### src/common/tgaic_cfg.svh
/*
 * Constants for the first-general-register function control of timer channels 1 to 3:
 * register offsets, field positions, widths and reset values.
 * Assumes it is included by bare name; holds definitions only.
 */
`ifndef TGAIC_CFG_SVH
`define TGAIC_CFG_SVH

////////////////////////////////////////////////////////////////////////////////
// widths
`define TGAIC_ADDR_W      8
`define TGAIC_DATA_W      16
`define TGAIC_CNT_W       16
`define TGAIC_NUM_CH      3
`define TGAIC_FUNC_W      4

////////////////////////////////////////////////////////////////////////////////
// register offsets (byte addresses)
`define TGAIC_OFS_FUNC1   8'h00
`define TGAIC_OFS_FUNC2   8'h04
`define TGAIC_OFS_FUNC3   8'h08
`define TGAIC_OFS_GR1     8'h0C
`define TGAIC_OFS_GR2     8'h10
`define TGAIC_OFS_GR3     8'h14
`define TGAIC_OFS_STATUS  8'h18

////////////////////////////////////////////////////////////////////////////////
// status word field positions
`define TGAIC_ST_PIN_LSB  0
`define TGAIC_ST_IN_LSB   3
`define TGAIC_ST_EVT_LSB  6
`define TGAIC_ST_OE_LSB   9

////////////////////////////////////////////////////////////////////////////////
// reset values and cascade availability (bit per channel 1..3)
`define TGAIC_FUNC_RST    4'h0
`define TGAIC_GR_RST      16'h0000
`define TGAIC_CASC_MASK   3'h5

`endif

### src/common/tgaic_pkg.sv
/*
 * Types for the first-general-register function control block.
 * Assumes tgaic_cfg.svh is on the include path.
 */
`include "tgaic_cfg.svh"

package tgaic_pkg;

	// 4-bit function field, top bit first
	typedef struct packed {
		logic func_a_mode_bit;
		logic func_a_level_bit;
		logic func_a_act_hi;
		logic func_a_act_lo;
	} tgaic_func_type;

	// one register bus request
	typedef struct packed {
		logic                       wr;
		logic                       rd;
		logic [`TGAIC_ADDR_W-1:0]   addr;
		logic [`TGAIC_DATA_W-1:0]   wdata;
	} tgaic_bus_req_type;

	// decoded role of a general register
	typedef enum logic [3:0] {
		TGAIC_CMP_OFF  = 4'h1,
		TGAIC_CMP_ON   = 4'h2,
		TGAIC_CAP_PIN  = 4'h4,
		TGAIC_CAP_CASC = 4'h8
	} tgaic_role_type;

endpackage

### src/hw/tgaic_sync.sv
/*
 * Two-flip-flop synchroniser for a group of asynchronous pin levels.
 * Assumes core_clk is the single block clock and nrst an asynchronous active-low reset.
 */
`timescale 1ns/1ps

module tgaic_sync #(
	parameter int W = 1
) (
	input  logic         core_clk,
	input  logic         nrst,
	input  logic [W-1:0] din,
	output logic [W-1:0] dout
);

	logic [W-1:0] s1_q;
	logic [W-1:0] s1_d;
	logic [W-1:0] s2_q;
	logic [W-1:0] s2_d;

	if (W < 1) begin : g_bad_w
		$error("tgaic_sync: W must be at least 1");
	end

	////////////////////////////////////////////////////////////////////////////////
	// first stage feeds only the second stage
	always_comb begin
		s1_d = din;
		s2_d = s1_q;
	end

	always_ff @(posedge core_clk or negedge nrst) begin
		if (!nrst) begin
			s1_q <= '0;
			s2_q <= '0;
		end else begin
			s1_q <= s1_d;
			s2_q <= s2_d;
		end
	end

	assign dout = s2_q;

endmodule

### src/hw/tgaic_edge.sv
/*
 * Edge selector for one channel pin: rising, falling or both edges give a trigger pulse.
 * Assumes lvl is already synchronised to core_clk.
 */
`timescale 1ns/1ps

module tgaic_edge (
	input  logic core_clk,
	input  logic nrst,
	input  logic lvl,
	input  logic sel_both,
	input  logic sel_fall,
	output logic trig
);

	logic prev_q;
	logic prev_d;
	logic rise;
	logic fall;

	////////////////////////////////////////////////////////////////////////////////
	// edge detect against last sampled level
	always_comb begin
		prev_d = lvl;
		rise   = lvl & ~prev_q;
		fall   = ~lvl & prev_q;
		if (sel_both)
			trig = rise | fall;
		else if (sel_fall)
			trig = fall;
		else
			trig = rise;
	end

	// reset low matches the synchroniser reset, so no false edge at release
	always_ff @(posedge core_clk or negedge nrst) begin
		if (!nrst)
			prev_q <= 1'h0;
		else
			prev_q <= prev_d;
	end

endmodule

### src/hw/tgaic_top.sv
/*
 * Function control of the first general register of timer channels 1, 2 and 3.
 * Each register works as output compare (pin drive 0, 1 or toggle on match) or as
 * input capture (pin edge, or cascaded internal source on channels 1 and 3), steered by a 4-bit field.
 * Assumes the counter core supplies the count values on core_clk, the channel 0 and
 * channel 4 event inputs are one-cycle pulses on core_clk, and the pin inputs are
 * asynchronous. Registers are reached over a plain strobe port with read data one
 * cycle after the read strobe.
 */
`timescale 1ns/1ps
`include "tgaic_cfg.svh"

// Functional notes
// - field 0000 after reset: compare, pin off; 0001 starts low, drives low on match
// - compare with low bits 10 drives the pin high on each match
// - compare with low bits 11 toggles the pin on each match
// - bit 2 picks the initial pin level; low bits 00 keep the pin undriven
// - top bit set makes capture; pin source with low bits 00 captures rising edges
// - pin capture with low bits 01 captures falling edges
// - pin capture with bit 1 set captures both edges, bit 0 ignored
// - channel 1 with bits 3 and 2 set captures on channel 0 first register events
// - channel 3 with bits 3 and 2 set captures on each channel 4 count tick
// - channel 2 ignores bit 2 in capture; always pin sourced
// - channel 0 third register events are suppressed while buffer mode is set
module tgaic_top #(
	parameter int CNT_W = `TGAIC_CNT_W
) (
	input  logic                                      core_clk,
	input  logic                                      nrst,
	input  tgaic_pkg::tgaic_bus_req_type              bus_req,
	output logic [`TGAIC_DATA_W-1:0]                  bus_rdata,
	input  logic [`TGAIC_NUM_CH-1:0][CNT_W-1:0]       ch_count,
	input  logic                                      ch0_first_evt,
	input  logic                                      ch4_count_tick,
	input  logic                                      buffer_mode_first_pair,
	input  logic                                      ch0_third_raw_evt,
	output logic                                      ch0_third_evt,
	input  logic [`TGAIC_NUM_CH-1:0]                  io_pin_in,
	output logic [`TGAIC_NUM_CH-1:0]                  io_pin_out,
	output logic [`TGAIC_NUM_CH-1:0]                  io_pin_oe,
	output logic [`TGAIC_NUM_CH-1:0]                  chan_evt,
	output logic [`TGAIC_NUM_CH-1:0][CNT_W-1:0]       gr_value
);

	////////////////////////////////////////////////////////////////////////////////
	// constants

	localparam int NUM_CH = `TGAIC_NUM_CH;
	localparam int DATA_W = `TGAIC_DATA_W;
	localparam int ADDR_W = `TGAIC_ADDR_W;
	localparam int FUNC_W = `TGAIC_FUNC_W;

	localparam logic [ADDR_W-1:0] FUNC_OFS [NUM_CH] = '{`TGAIC_OFS_FUNC1, `TGAIC_OFS_FUNC2, `TGAIC_OFS_FUNC3};
	localparam logic [ADDR_W-1:0] GR_OFS   [NUM_CH] = '{`TGAIC_OFS_GR1, `TGAIC_OFS_GR2, `TGAIC_OFS_GR3};
	localparam logic [ADDR_W-1:0] ST_OFS            = `TGAIC_OFS_STATUS;
	localparam logic [NUM_CH-1:0] CASC_MASK         = `TGAIC_CASC_MASK;
	localparam logic [CNT_W-1:0]  GR_RST            = CNT_W'(`TGAIC_GR_RST);

	// the status word must hold four fields of one bit per channel
	if (CNT_W < 2 || CNT_W > DATA_W) begin : g_bad_cnt
		$error("tgaic_top: CNT_W must lie between 2 and the data width");
	end
	if (`TGAIC_ST_OE_LSB + NUM_CH > DATA_W) begin : g_bad_status
		$error("tgaic_top: status fields do not fit the data width");
	end

	////////////////////////////////////////////////////////////////////////////////
	// role decode shared by the current and the next function value

	function automatic tgaic_pkg::tgaic_role_type role_of(
		input tgaic_pkg::tgaic_func_type f,
		input logic                      casc
	);
		tgaic_pkg::tgaic_role_type r;
		if (!f.func_a_mode_bit) begin
			if ({f.func_a_act_hi, f.func_a_act_lo} == 2'h0)
				r = tgaic_pkg::TGAIC_CMP_OFF;
			else
				r = tgaic_pkg::TGAIC_CMP_ON;
		end else if (f.func_a_level_bit && casc) begin
			r = tgaic_pkg::TGAIC_CAP_CASC;
		end else begin
			r = tgaic_pkg::TGAIC_CAP_PIN;
		end
		return r;
	endfunction

	////////////////////////////////////////////////////////////////////////////////
	// declarations

	tgaic_pkg::tgaic_func_type  func_q   [NUM_CH];
	tgaic_pkg::tgaic_func_type  func_d   [NUM_CH];
	tgaic_pkg::tgaic_func_type  wfunc;
	tgaic_pkg::tgaic_role_type  role     [NUM_CH];

	logic [CNT_W-1:0]   gr_q      [NUM_CH];
	logic [CNT_W-1:0]   gr_d      [NUM_CH];
	logic [NUM_CH-1:0]  pin_q;
	logic [NUM_CH-1:0]  pin_d;
	logic [NUM_CH-1:0]  oe_q;
	logic [NUM_CH-1:0]  oe_d;
	logic [NUM_CH-1:0]  eq_q;
	logic [NUM_CH-1:0]  eq_d;
	logic [NUM_CH-1:0]  flag_q;
	logic [NUM_CH-1:0]  flag_d;
	logic [NUM_CH-1:0]  evt_q;
	logic [NUM_CH-1:0]  evt_d;
	logic               third_q;
	logic               third_d;
	logic [DATA_W-1:0]  rdata_q;
	logic [DATA_W-1:0]  rdata_d;

	logic [NUM_CH-1:0]  func_wr;
	logic [NUM_CH-1:0]  gr_wr;
	logic               st_wr;
	logic [NUM_CH-1:0]  match;
	logic [NUM_CH-1:0]  cap_trig;
	logic [NUM_CH-1:0]  pin_trig;
	logic [NUM_CH-1:0]  pin_sync;
	logic [NUM_CH-1:0]  casc_src;
	logic [DATA_W-1:0]  status_word;
	logic [NUM_CH-1:0]  flag_clr;

	////////////////////////////////////////////////////////////////////////////////
	// pin synchroniser and per-channel edge selectors

	tgaic_sync #(
		.W        (NUM_CH)
	) i_tgaic_sync (
		.core_clk (core_clk),
		.nrst     (nrst),
		.din      (io_pin_in),
		.dout     (pin_sync)
	);

	for (genvar g = 0; g < NUM_CH; g++) begin : g_edge
		tgaic_edge i_tgaic_edge (
			.core_clk (core_clk),
			.nrst     (nrst),
			.lvl      (pin_sync[g]),
			.sel_both (func_q[g].func_a_act_hi),
			.sel_fall (func_q[g].func_a_act_lo),
			.trig     (pin_trig[g])
		);
	end

	// cascade sources: channel 1 from channel 0, none for channel 2, channel 3 from channel 4
	assign casc_src = {ch4_count_tick, 1'h0, ch0_first_evt};

	////////////////////////////////////////////////////////////////////////////////
	// register bus decode and read mux

	assign wfunc = tgaic_pkg::tgaic_func_type'(bus_req.wdata[FUNC_W-1:0]);

	// status word: pin levels, synced inputs, sticky event flags, drive enables
	always_comb begin
		status_word = '0;
		status_word[`TGAIC_ST_PIN_LSB +: NUM_CH] = pin_q;
		status_word[`TGAIC_ST_IN_LSB  +: NUM_CH] = pin_sync;
		status_word[`TGAIC_ST_EVT_LSB +: NUM_CH] = flag_q;
		status_word[`TGAIC_ST_OE_LSB  +: NUM_CH] = oe_q;
	end

	// unmapped reads answer zero; unmapped writes are dropped
	always_comb begin
		func_wr  = '0;
		gr_wr    = '0;
		rdata_d  = '0;
		st_wr    = bus_req.wr && (bus_req.addr == ST_OFS);
		for (int i = 0; i < NUM_CH; i++) begin
			if (bus_req.wr && (bus_req.addr == FUNC_OFS[i]))
				func_wr[i] = 1'h1;
			if (bus_req.wr && (bus_req.addr == GR_OFS[i]))
				gr_wr[i] = 1'h1;
			if (bus_req.rd && (bus_req.addr == FUNC_OFS[i]))
				rdata_d[FUNC_W-1:0] = func_q[i];
			if (bus_req.rd && (bus_req.addr == GR_OFS[i]))
				rdata_d[CNT_W-1:0] = gr_q[i];
		end
		if (bus_req.rd && (bus_req.addr == ST_OFS))
			rdata_d = status_word;
		flag_clr = st_wr ? bus_req.wdata[`TGAIC_ST_EVT_LSB +: NUM_CH] : '0;
	end

	////////////////////////////////////////////////////////////////////////////////
	// role, compare match and capture trigger per channel

	always_comb begin
		for (int i = 0; i < NUM_CH; i++) begin
			role[i]     = role_of(func_q[i], CASC_MASK[i]);
			eq_d[i]     = (ch_count[i] == gr_q[i]);
			match[i]    = 1'h0;
			cap_trig[i] = 1'h0;
			// a match is the first cycle of equality, so a parked counter fires once
			unique case (role[i])
				tgaic_pkg::TGAIC_CMP_OFF,
				tgaic_pkg::TGAIC_CMP_ON: begin
					match[i] = eq_d[i] & ~eq_q[i];
				end
				tgaic_pkg::TGAIC_CAP_PIN: begin
					cap_trig[i] = pin_trig[i];
				end
				tgaic_pkg::TGAIC_CAP_CASC: begin
					cap_trig[i] = casc_src[i];
				end
			endcase
		end
	end

	////////////////////////////////////////////////////////////////////////////////
	// next state of function, pin, general register and flags

	always_comb begin
		for (int i = 0; i < NUM_CH; i++) begin
			func_d[i] = func_wr[i] ? wfunc : func_q[i];
			// drive enable follows the new setting, so it changes with the written field
			oe_d[i] = (role_of(func_d[i], CASC_MASK[i]) == tgaic_pkg::TGAIC_CMP_ON);

			// a write in compare mode loads the initial level even with drive off
			pin_d[i] = pin_q[i];
			if (func_wr[i] && !wfunc.func_a_mode_bit) begin
				pin_d[i] = wfunc.func_a_level_bit;
			end else if (match[i] && (role[i] == tgaic_pkg::TGAIC_CMP_ON)) begin
				unique case ({func_q[i].func_a_act_hi, func_q[i].func_a_act_lo})
					2'h1:    pin_d[i] = 1'h0;
					2'h2:    pin_d[i] = 1'h1;
					2'h3:    pin_d[i] = ~pin_q[i];
					default: pin_d[i] = pin_q[i];
				endcase
			end

			// hardware capture wins over a software write in the same cycle
			if (cap_trig[i])
				gr_d[i] = ch_count[i];
			else if (gr_wr[i])
				gr_d[i] = bus_req.wdata[CNT_W-1:0];
			else
				gr_d[i] = gr_q[i];

			evt_d[i]  = match[i] | cap_trig[i];
			// set wins over write-one-to-clear
			flag_d[i] = evt_d[i] | (flag_q[i] & ~flag_clr[i]);
		end
		third_d = ch0_third_raw_evt & ~buffer_mode_first_pair;
	end

	////////////////////////////////////////////////////////////////////////////////
	// registers

	always_ff @(posedge core_clk or negedge nrst) begin
		if (!nrst) begin
			for (int i = 0; i < NUM_CH; i++) begin
				func_q[i] <= tgaic_pkg::tgaic_func_type'(`TGAIC_FUNC_RST);
				gr_q[i]   <= GR_RST;
			end
			pin_q   <= '0;
			oe_q    <= '0;
			eq_q    <= '0;
			flag_q  <= '0;
			evt_q   <= '0;
			third_q <= 1'h0;
			rdata_q <= '0;
		end else begin
			for (int i = 0; i < NUM_CH; i++) begin
				func_q[i] <= func_d[i];
				gr_q[i]   <= gr_d[i];
			end
			pin_q   <= pin_d;
			oe_q    <= oe_d;
			eq_q    <= eq_d;
			flag_q  <= flag_d;
			evt_q   <= evt_d;
			third_q <= third_d;
			rdata_q <= rdata_d;
		end
	end

	////////////////////////////////////////////////////////////////////////////////
	// outputs, all from flip-flops

	assign bus_rdata     = rdata_q;
	assign io_pin_out    = pin_q;
	assign io_pin_oe     = oe_q;
	assign chan_evt      = evt_q;
	assign ch0_third_evt = third_q;

	for (genvar g = 0; g < NUM_CH; g++) begin : g_gr_out
		assign gr_value[g] = gr_q[g];
	end

endmodule

### config.mk
export PLATFORM = sky130hd
export DESIGN_NAME = tgaic_top
export DESIGN_NICKNAME = d
export VERILOG_FILES = /design/src/common/tgaic_pkg.sv /design/src/hw/tgaic_sync.sv /design/src/hw/tgaic_edge.sv /design/src/hw/tgaic_top.sv
export VERILOG_INCLUDE_DIRS = /design/src /design/src/common
export SDC_FILE = /design/constraint.sdc
export NUM_CORES = 1
export LEC_CHECK = 0
export ABC_AREA = 0
export BUFFER_PORTS_ARGS = -buffer_cell sky130_fd_sc_hd__buf_2
export CAP_MARGIN = 10
export CORE_MARGIN = 2
export CORE_UTILIZATION = 45
export CTS_BUF_LIST = sky130_fd_sc_hd__clkbuf_2
export DETAILED_ROUTE_END_ITERATION = 8
export PLACE_DENSITY = 0.71
export SYNTH_ARGS = -nofsm -noshare
export SYNTH_HDL_FRONTEND = slang
export SYNTH_HIERARCHICAL = 1
export SYNTH_SLANG_ARGS = --single-unit
### constraint.sdc
create_clock -name core_clk -period 3.1 [get_ports core_clk]
set_clock_uncertainty 0.2 [all_clocks]
set_input_delay 0.31 -clock core_clk [delete_from_list [all_inputs] [get_ports core_clk]]
set_output_delay 0.31 -clock core_clk [all_outputs]
set_load 0.005 [all_outputs]
==> impl_results.md, run 1 <==
- Status: complete, but fails checks
- Failing checks: DRC
- Synth cell count leaders: 101 x dfrtp_1, 58 x nor2_1, 56 x mux2i_1
- Total of max-cap violations: 0
- CTS Buffer Depth: 2
- FF-to-FF path depth: 10
- WL per Instance: 19.47 um
- Placed cell count: 814
- Mapped Nets: 623
- Routed Antenna Nets: 0
- WP buf/inv: 3
- CTS root buffer: clkbuf_2
- Crit path max fanout: 13
- Die width: 113.1 um
- Share of cells above drive strength 1: 0.2650
- Peak Freq: 342.6 MHz
- Mean Syn Cell Area: 10.14 um^2
- Largest vdd supply drop: 0.2205 mV
- Gate Count Post-Synth: 528
- Detail Placement HPWL: 12680 um
- CP startpoint: i_tgaic_sync/dout[2]
- Initial detailed-routing violation count: 515
- Worst reg2reg startpoint: i_tgaic_sync/dout[2]
- Max-slew headroom: 0.4000
- Starting density of the core: 0.4651
- Num CTS Buffers: 9
- Worst EP required: 3.40 ns
- Power Total: 3.668 mW
- WL final: 18090 um
- Setup slack after layout: 0.1810 ns
- Antenna violations before repair: 1
- CP most frequent cell: mux2i_1
- Vias in the first global route: 5303
- GR Util All Layers: 0.2879
- Synth area leaders: dfrtp_1 47%, mux2i_1 10%, xnor2_1 5.2%, nor2_1 4.1%, nand2_1 3.7%
- Clock-pin slew on the worst setup and hold paths: 0.26 ns
- First-pass GRT wire length: 28210 um
- Pin count of the biggest net entering global routing: 68
- Reg2reg end: gr_value[41]
- WP depth: 10
- Cell type with the largest total area after synthesis: dfrtp_1
- Clock latency on the worst-skew pair: 0.60 ns
- Most instantiated library cell after synthesis: dfrtp_1
- Top delay family on crit path: buffers and inverters
- Post-route setup TNS: 0 ns
- Post-DP Area: 6315 um^2
- H-tree depth: 3
- Distinct cells, synth: 47
- Detailed Routing Iterations Pass 1: 9
- Die Ht: 113.1 um
- CP max-delay cell: dlygate4sd3_1
- Yosys warning count: 6
- Filler cell count: 961
- Via density: 5.551
- Max-slew violations: 0
- RSZ-0062 raised after global routing: false
- Design area: 7418 um^2
- Crit path launch type: flop
- Total number of vias: 5157
- Core Footprint: 11520 um^2
- Die area: 12790 um^2
- Critical path class: reg -> reg
- Dominant synthesized flop cell: dfrtp_1
- Yosys top cell area share: 0.4719
- Final Hold Viols: 0
- Min Clock Period, post-route: 2.919 ns
- Post-synth EDFFs: 0
- Final Setup Violations: 0
- CP peak stage delay: 0.58 ns
- Hold/Removal Path Class: in -> reg
- Register-to-register setup slack: 0.18 ns
- Worst Max-Slew Pin Slew: 0.9001 ns
- GR Overflow Total: 0
- Async SR Flop Fraction: 1.000
- Sequential share of the synthesized area: 0.4719
- Layout Cells excl Fill: 929
- Final period util: 0.9416
- Crit path cell chain: inv_1, ha_1, mux2i_1, mux2i_1, mux2_2, nand2_1, buf_6, mux2i_1, dlygate4sd3_1, a21oi_1
- Power density over the cells: 494.5 nW/um^2
- Post-synthesis register bit count: 101
- Core Rows: 39
- CP Capture Type: flop
- Worst setup path end: gr_value[41]
- DRC: 8
- Post-synthesis instance area: 5356 um^2
- Dpl ws: 0.4111 ns
- IO buf count: 156
- Clk sinks: 101
- TritonCTS clock tree: built
- Leakage dissipation: 3.931 nW
- Nets: 876
- Area Growth Syn to Fin: 38.50%
- # IOs: 157
- WP data arrival: 3.21 ns
- Postcts setup bufs: 0
- Final Wtd Congestion: 0.9836
placed cells by master, fill, tap and decap left out, types with 12 or more instances in the layout:
master         Yosys  layout
a21oi_1           35      35
a222oi_1          12      12
buf_2              6     155
dfrtp_1          101     101
dlygate4sd3_1      0      99
ha_1              12      12
inv_1             15      15
mux2i_1           56      56
nand2_1           53      53
nor2_1            58      58
o21ai_0           23      23
xnor2_1           32      32
xor2_1            16      16
worst min path at each step:
stage                         start                   end  slack [ns]  cells after the start
2_1_floorplan                  nrst             async pin       -0.19                      0
3_3_place_gp   i_tgaic_sync/s1_q[2]  i_tgaic_sync/dout[2]        0.13                      0
3_5_place_dp   i_tgaic_sync/s1_q[2]  i_tgaic_sync/dout[2]        0.14                      0
4_1_cts                 bus_req[23]          bus_rdata[1]        0.04                      4
5_1_grt                 bus_req[19]          bus_rdata[1]        0.07                      4
6_report                bus_req[19]          bus_rdata[1]        0.05                      4
layer usage:
layer	global-route usage	vias to the layer above	part of all wire
li1	-	2364	-
met1	0.3886	2493	0.41
met2	0.4587	249	0.48
met3	0.03964	51	0.072
met4	0.1415	0	0.038
met5	0	-	0
flip-flops by register name (all words and copies together) (netlist names), named ones only:
| register | flops |
|---|---|
| io_pin_out | 3 |
| eq_q | 3 |
| ch0_third_evt | 1 |
| io_pin_oe | 3 |
| bus_rdata | 16 |
| i_tgaic_sync/dout | 3 |
| gr_value | 48 |
| chan_evt | 3 |
| g_edge.i_tgaic_edge/prev_q | 3 |
| flag_q | 3 |
| i_tgaic_sync/s1_q | 3 |
| func_q | 10 |
worst min-delay path: stages:
cell and delay (ns):
buf_2 0.22, nor2_1 0.08, o22ai_1 0.15, nor3_1 0.07
power breakdown:
group	internal, mW	switching, mW	total [mW]
Combinational	0.590	0.538	1.13
Clock	0.180	0.448	0.629
Sequential	1.57	0.346	1.91
Total	2.34	1.33	3.67
what timing repair did:
item / in CTS / in global routing
gates resized for setup: 0 / 2
endpoints found under the hold margin: 143 / 0
endpoints found under the setup margin: 0 / 6
hold buffers: 99 / 0
cell families (layout without fill, tap and decap cells):
| logic type | Yosys count | after routing | synth area share |
|---|---|---|---|
| xor+xnor | 48 | 48 | 0.07849 |
| compound gates | 100 | 100 | 0.1184 |
| fa+ha+maj | 12 | 12 | 0.02803 |
| mux | 69 | 69 | 0.1334 |
| simple gates | 157 | 157 | 0.1367 |
| flops | 101 | 101 | 0.4719 |
| buf+inv | 41 | 298 | 0.03317 |
| other cells | 0 | 1 | 0 |
metrics by stage:
stage               utilization  hold slack [ns]
finish                   0.6442          0.04988
global route             0.6442          0.06680
CTS                      0.6433          0.03725
detailed placement       0.5483           0.1364
global placement         0.5483           0.1329
floorplan                     -          -0.1856
final cells by class:
cell class | count | area (um^2) | share of cell area
Multi-Input combinational cell | 386 | 2659 | 0.3584
Inverter | 15 | 56.30 | 0.007590
Timing Repair Buffer | 268 | 1892 | 0.2550
Clock buffer | 10 | 50.05 | 0.006747
Antenna cell | 1 | 2.502 | 0.0003373
Sequential cell | 101 | 2527 | 0.3407
Clock inverter | 5 | 52.55 | 0.007084
Tap cell | 143 | 178.9 | 0.02412
No activity file was read; power rests on OpenSTA's default activity.
==> run 2: changes to the inputs <==
--- a/config.mk
+++ b/config.mk
@@ -6,14 +6,14 @@
 export SDC_FILE = /design/constraint.sdc
 export NUM_CORES = 1
 export LEC_CHECK = 0
-export ABC_AREA = 0
+export ABC_AREA = 1
 export BUFFER_PORTS_ARGS = -buffer_cell sky130_fd_sc_hd__buf_2
 export CAP_MARGIN = 10
-export CORE_MARGIN = 2
+export CORE_MARGIN = 3
 export CORE_UTILIZATION = 45
 export CTS_BUF_LIST = sky130_fd_sc_hd__clkbuf_2
 export DETAILED_ROUTE_END_ITERATION = 8
-export PLACE_DENSITY = 0.71
+export PLACE_DENSITY = 0.7
 export SYNTH_ARGS = -nofsm -noshare
 export SYNTH_HDL_FRONTEND = slang
 export SYNTH_HIERARCHICAL = 1
==> run 2 against run 1 <==
Net effect:
- the run now ends clean
- synthesized area grew 8.1%
- clock-buffer cell count shrank 1
- critical path depth is the same
- final cell count grew 26%
- clock power grew 10%
- largest cell class unchanged
- largest power group unchanged
- highest routed layer unchanged
==> impl_results.md, run 2 <==
- GR Overflow Total: 0
- Dpl ws: 0.5324 ns
- Die area: 14270 um^2
- Post-DP Area: 6691 um^2
- Yosys top cell area share: 0.4364
- CP peak stage delay: 0.56 ns
- CTS Buffer Depth: 2
- Total of max-cap violations: 0
- Top delay family on crit path: buffers and inverters
- Leakage dissipation: 4.045 nW
- TritonCTS clock tree: built
- Max reg flops: 48
- DRC: 0
- Status: finished clean
- IO buf count: 156
- Clock latency on the worst-skew pair: 0.58 ns
- WL final: 18780 um
- Synth area leaders: dfrtp_1 44%, nand2_1 13%, inv_1 7.2%, o211ai_1 4.4%, nor2_1 4.1%
- Postcts setup bufs: 0
- Die width: 119.5 um
- Nets: 1099
- Pin count of the biggest net entering global routing: 48
- H-tree depth: 3
- Post-synth EDFFs: 0
- CP most frequent cell: nand2_1
- Final Hold Viols: 0
- Gate Count Post-Synth: 753
- Async SR Flop Fraction: 1.000
- GR Util All Layers: 0.2649
- Hold/Removal Path Class: in -> async
- Final Wtd Congestion: 0.9083
- RSZ-0062 raised after global routing: false
- # IOs: 157
- Critical path class: reg -> reg
- Worst Max-Slew Pin Slew: 0.6128 ns
- Via density: 5.100
- Crit path max fanout: 4
- Worst reg2reg startpoint: gr_value[47]
- Starting density of the core: 0.4704
- Distinct cells, synth: 37
- Post-synthesis register bit count: 101
- Num CTS Buffers: 9
- Most frequent cells in the layout: 205 x nand2_1, 155 x buf_2, 111 x inv_1
- Mean Syn Cell Area: 7.692 um^2
- Peak Freq: 348.7 MHz
- Clk sinks: 101
- Antenna diodes: 0
- CP startpoint: gr_value[47]
- Post-route setup TNS: 0 ns
- Share of cells above drive strength 1: 0.2075
- Commonest non-fill, non-tap cell in the layout: nand2_1
- Sequential share of the synthesized area: 0.4364
- WP data arrival: 3.15 ns
- Initial detailed-routing violation count: 572
- CP max-delay cell: dlygate4sd3_1
- Largest vdd supply drop: 0.2135 mV
- Clock-pin slew on the worst setup and hold paths: 0.27 ns
- Final Setup Violations: 0
- Core Footprint: 12310 um^2
- Final period util: 0.9252
- Cell type with the largest total area after synthesis: dfrtp_1
- First-pass GRT wire length: 29760 um
- Filler cell count: 1094
- CP Capture Type: flop
- Detail Placement HPWL: 13640 um
- Mapped Nets: 848
- Dominant synthesized flop cell: dfrtp_1
- Core Rows: 40
- Crit path cell chain: xnor2_1, nand2_1, nor2_1, dlygate4sd3_1, nand2_1, dlygate4sd3_1, nor2_1, nand3_1, nand2_1, nand3_1
- Routed Antenna Nets: 0
- Antenna violations before repair: 0
- Most instantiated library cell after synthesis: nand2_1
- Power density over the cells: 525.7 nW/um^2
- Crit path launch type: flop
- Die Ht: 119.5 um
- WL per Instance: 15.98 um
- Area of the multi-input gates: 2693 um^2
- Min Clock Period, post-route: 2.868 ns
- Detailed Routing Iterations Pass 1: 6
- CTS root buffer: clkbuf_2
- Register Area: 2527 um^2
- Post-synthesis instance area: 5792 um^2
- WP buf/inv: 2
- Design area: 7843 um^2
- Max-slew violations: 0
- Total number of vias: 5993
- Synth cell count leaders: 205 x nand2_1, 111 x inv_1, 101 x dfrtp_1
- Area Growth Syn to Fin: 35.41%
- Worst EP required: 3.38 ns
- Max-slew headroom: 0.5915
- Setup slack after layout: 0.2320 ns
- Vias in the first global route: 5740
- Yosys warning count: 6
[run 2: area by class of cell]
type | instances | area share
repair buffers | 263 | 0.2361
clock inverters | 5 | 0.009732
inverters | 117 | 0.05600
well taps | 168 | 0.02680
multi-input cells | 512 | 0.3433
clock buffers | 9 | 0.005743
flip-flops and latches | 101 | 0.3223
[run 2: stage by stage]
stage	hold WS [ns]	utilization	power [mW]	instances
floorplan	-0.1856	-	2.599	753
global placement	0.1337	0.5435	3.207	1060
detailed placement	0.1347	0.5435	3.238	1060
CTS	0.04765	0.6355	4.122	1175
global route	0.05788	0.6370	4.398	1175
finish	0.04646	0.6370	4.123	1175
[run 2: path summary, 6_finish.rpt]
check	slack (ns)	cells after the start	end
setup / recovery	0.23	10	io_pin_out[2]
hold / removal	0.05	2	gr_value[17]
setup reg to reg	0.23	10	io_pin_out[2]
hold reg to reg	0.18	0	i_tgaic_sync/dout[2]
max in group asynchronous	1.77	4	bus_rdata[5]
min in group core_clk	0.09	6	func_q[8]
[run 2: where the power goes]
part	switching [mW]	total, mW	internal, mW
Clock	0.437	0.694	0.256
Sequential	0.337	1.95	1.61
Combinational	0.743	1.48	0.739
Total	1.52	4.12	2.60
[run 2: logic make-up after synthesis]
group,Yosys count,share of synthesized area
AOI/OAI and AO/OA,121,0.1298
xor gates and xnor gates,28,0.04234
adders and majority gates,12,0.02592
buffers and inverters,140,0.1020
DFF,101,0.4364
and+or+nand+nor,351,0.2636
[run 2: timing repair]
item / in CTS / in global routing
endpoints found under the hold margin: 165 / 0
resized for setup: 0 / 3
hold buffers: 101 / 0
setup endpoints to repair: 0 / 7
[run 2: layer usage]
layer	share of wire	global-route usage	vias up
li1	-	-	2905
met1	0.41	0.3534	2764
met2	0.48	0.4403	287
met3	0.080	0.04463	37
met4	0.025	0.08518	0
met5	0	0	-
==> run 3: changes to the inputs <==
--- a/config.mk
+++ b/config.mk
@@ -16,5 +16,4 @@
 export PLACE_DENSITY = 0.7
 export SYNTH_ARGS = -nofsm -noshare
 export SYNTH_HDL_FRONTEND = slang
-export SYNTH_HIERARCHICAL = 1
 export SYNTH_SLANG_ARGS = --single-unit
==> run 3 against run 2 <==
Net effect:
- core utilization decreased by 0.059 points
- combinational power up 5%
- total power shrank 1.9%
- sequential power is 5% lower
- register-to-register slack improved by 0.02 ns
- wire length is 2.5% higher
- via count grew 3.2%
- cell area increased by 3.7%
- synthesized area up 2.6%
- clock power down 9.1%
- die area up 2.5%
- fmax is 3.7% lower
- highest routed layer unchanged
==> impl_results.md, run 3 <==
- Final Wtd Congestion: 0.8633
- Most frequent cells in the layout: 212 x nand2_1, 155 x buf_2, 117 x dlygate4sd3_1
- Most instantiated library cell after synthesis: nand2_1
- Gate Count Post-Synth: 773
- Async SR Flop Fraction: 1.000
- Crit path launch type: input pin
- Hold/Removal Path Class: in -> async
- Peak Freq: 335.9 MHz
- Reg2reg end: gr_value[2]
- Clock-pin slew on the worst setup and hold paths: 0.29 ns
- Via density: 5.082
- Power density over the cells: 497.7 nW/um^2
- P_sw: 1.477 mW
- Gate power share: 0.385
- Nets: 1135
- Layout Cells excl Fill: 1217
- Worst Max-Slew Pin Slew: 0.6741 ns
- CP most frequent cell: dlygate4sd3_1
- Max-slew violations: 0
- Area Growth Syn to Fin: 36.75%
- Largest vdd supply drop: 0.2528 mV
- WL final: 19240 um
- Postcts setup bufs: 0
- Utilization after layout: 0.6364
- Crit path max fanout: 9
- Leakage dissipation: 4.228 nW
- Die width: 120.9 um
- Core Footprint: 12770 um^2
- Antenna violations before repair: 1
- Sequential share of the synthesized area: 0.4252
- Core Rows: 41
- Clk sinks: 101
- Post-synthesis instance area: 5944 um^2
- Initial detailed-routing violation count: 615
- IO buf count: 156
- Sw Ratio: 0.3651
- Critical path class: in -> reg
- Int Pwr: 2.569 mW
- Worst reg2reg startpoint: i_tgaic_sync.dout[0]
- Final period util: 0.9605
- H-tree depth: 3
- Post-route setup TNS: 0 ns
- Dominant synthesized flop cell: dfrtp_1
- Commonest non-fill, non-tap cell in the layout: nand2_1
- Total number of vias: 6185
- CP peak stage delay: 0.58 ns
- Cell type with the largest total area after synthesis: dfrtp_1
- Placed cell count: 1084
- Register-to-register setup slack: 0.25 ns
- Die area: 14630 um^2
- Pin count of the biggest net entering global routing: 102
- GR Overflow Total: 0
- Synth cell count leaders: 212 x nand2_1, 106 x inv_1, 101 x dfrtp_1
- Worst EP required: 3.48 ns
- Mapped Nets: 868
- Share of cells above drive strength 1: 0.2146
- Synth area leaders: dfrtp_1 43%, nand2_1 13%, inv_1 6.7%, nand3_1 5.7%, nor2_1 4.0%
- Die Ht: 120.9 um
- Num CTS Buffers: 9
- Distinct cells, synth: 36
- DRC: 0
- Filler cell count: 1119
- Final Setup Violations: 0
- Max-slew headroom: 0.5501
- Detail Placement HPWL: 13560 um
- WL per Instance: 15.81 um
- TritonCTS clock tree: built
- Routed Antenna Nets: 0
- Total of max-cap violations: 0
- # IOs: 157
- Clock latency on the worst-skew pair: 0.62 ns
- Sequential share of power: 0.459
- GR Util All Layers: 0.2686
- Starting density of the core: 0.4654
- RSZ-0062 raised after global routing: false
- Mean Syn Cell Area: 7.690 um^2
- Min Clock Period, post-route: 2.978 ns
- Max reg flops: 48
- First-pass GRT wire length: 30290 um
- Clock group share of total power: 0.156
- CTS root buffer: clkbuf_2
- Post-synthesis register bit count: 101
- WP data arrival: 3.35 ns
- Post-synth EDFFs: 0
- Vias in the first global route: 5819
- Yosys top cell area share: 0.4252
- CP max-delay cell: dlygate4sd3_1
- Crit path cell chain: dlygate4sd3_1, buf_2, nor2_4, dlygate4sd3_1, nand3_2, nor2_4, nand2_1, dlygate4sd3_1, o21ai_0, dlygate4sd3_1
- FF-to-FF path depth: 9
- CP Capture Type: flop
- Status: finished clean
- Final Hold Viols: 0
- CTS Buffer Depth: 2
- Detailed Routing Iterations Pass 1: 5
- Yosys warning count: 0
[run 3: cell types whose count changed in the layout (fill, tap and decap cells not counted), moves of 8 or more]
cell           delta
o22ai_2          +14
a31oi_1          -10
xnor2_1           -8
dlygate4sd3_1    +16
o211ai_1         -18
nand4_1          +15
nand3_1          +32
o21ai_0          -12
[run 3: power groups by stage]
| stage | clock (mW) | sequential [mW] | combinational (mW) |
|---|---|---|---|
| finish | 0.631 | 1.86 | 1.56 |
| global route | 0.692 | 1.89 | 1.74 |
| CTS | 0.635 | 1.85 | 1.53 |
| detailed placement | 0 | 1.87 | 1.19 |
| global placement | 0 | 1.88 | 1.17 |
| floorplan | 0 | 1.82 | 0.701 |
[run 3: how the worst max path moves through the flow]
stage                              start      endpoint  slack (ns)  cells after the start
CTS                 i_tgaic_sync.dout[0]   gr_value[2]        0.27                      9
finish                       bus_req[22]          flop        0.12                     10
global route        i_tgaic_sync.dout[0]  gr_value[14]        0.04                     11
global placement             bus_req[23]  bus_rdata[3]        0.95                      8
detailed placement  i_tgaic_sync.dout[0]   gr_value[0]        0.84                      8
floorplan           i_tgaic_sync.dout[2]  gr_value[40]        1.33                     10
[run 3: through the flow]
| step | power [mW] | hold slack, ns | worst slack, ns | area [um^2] |
|---|---|---|---|---|
| after floorplan | 2.519 | -0.1856 | 1.326 | 5944 |
| after global placement | 3.047 | 0.1353 | 0.9475 | 6855 |
| after detailed placement | 3.061 | 0.1484 | 0.8409 | 6855 |
| after CTS | 4.009 | 0.01202 | 0.2706 | 8127 |
| after global routing | 4.322 | 0.04055 | 0.03619 | 8129 |
| final | 4.046 | 0.02864 | 0.1225 | 8129 |
[run 3: worst max-delay path, delay by kind of cell]
family                 cells  cell delay, ns
AOI/OAI and AO/OA          1            0.07
and+or+nand+nor            4            0.54
buffers and inverters      5            2.43
[run 3: layout make-up]
cell class | count | area, um^2 | area share
diodes | 1 | 2.502 | 0.0003078
clock buffers | 9 | 45.04 | 0.005541
clock inverters | 6 | 55.05 | 0.006772
inverters | 111 | 416.7 | 0.05125
multi-input cells | 535 | 2833 | 0.3485
flip-flops and latches | 101 | 2527 | 0.3109
well taps | 172 | 215.2 | 0.02647
repair buffers | 282 | 2034 | 0.2503
[run 3: kinds of logic after synthesis]
family                   after synthesis  share of synthesized area
AO/OA/AOI/OAI                        112                     0.1328
XOR/XNOR                              17                    0.02505
adder cells (fa/ha/maj)               12                    0.02526
buffers and inverters                137                    0.09829
flip-flops                           101                     0.4252
AND/OR/NAND/NOR                      394                     0.2934
[run 3: what timing repair did]
action / in CTS / in global routing
endpoints found under the hold margin: 185 / 0
hold buffers: 117 / 0
gates resized for setup: 0 / 0
[run 3: metal layers]
layer	track usage	wire length, um	vias to the layer above
met4	0.09915	505	0
met1	0.3765	8359	2821
met2	0.4168	8707	282
li1	-	-	3045
met5	0	0	-
met3	0.04895	1671	37
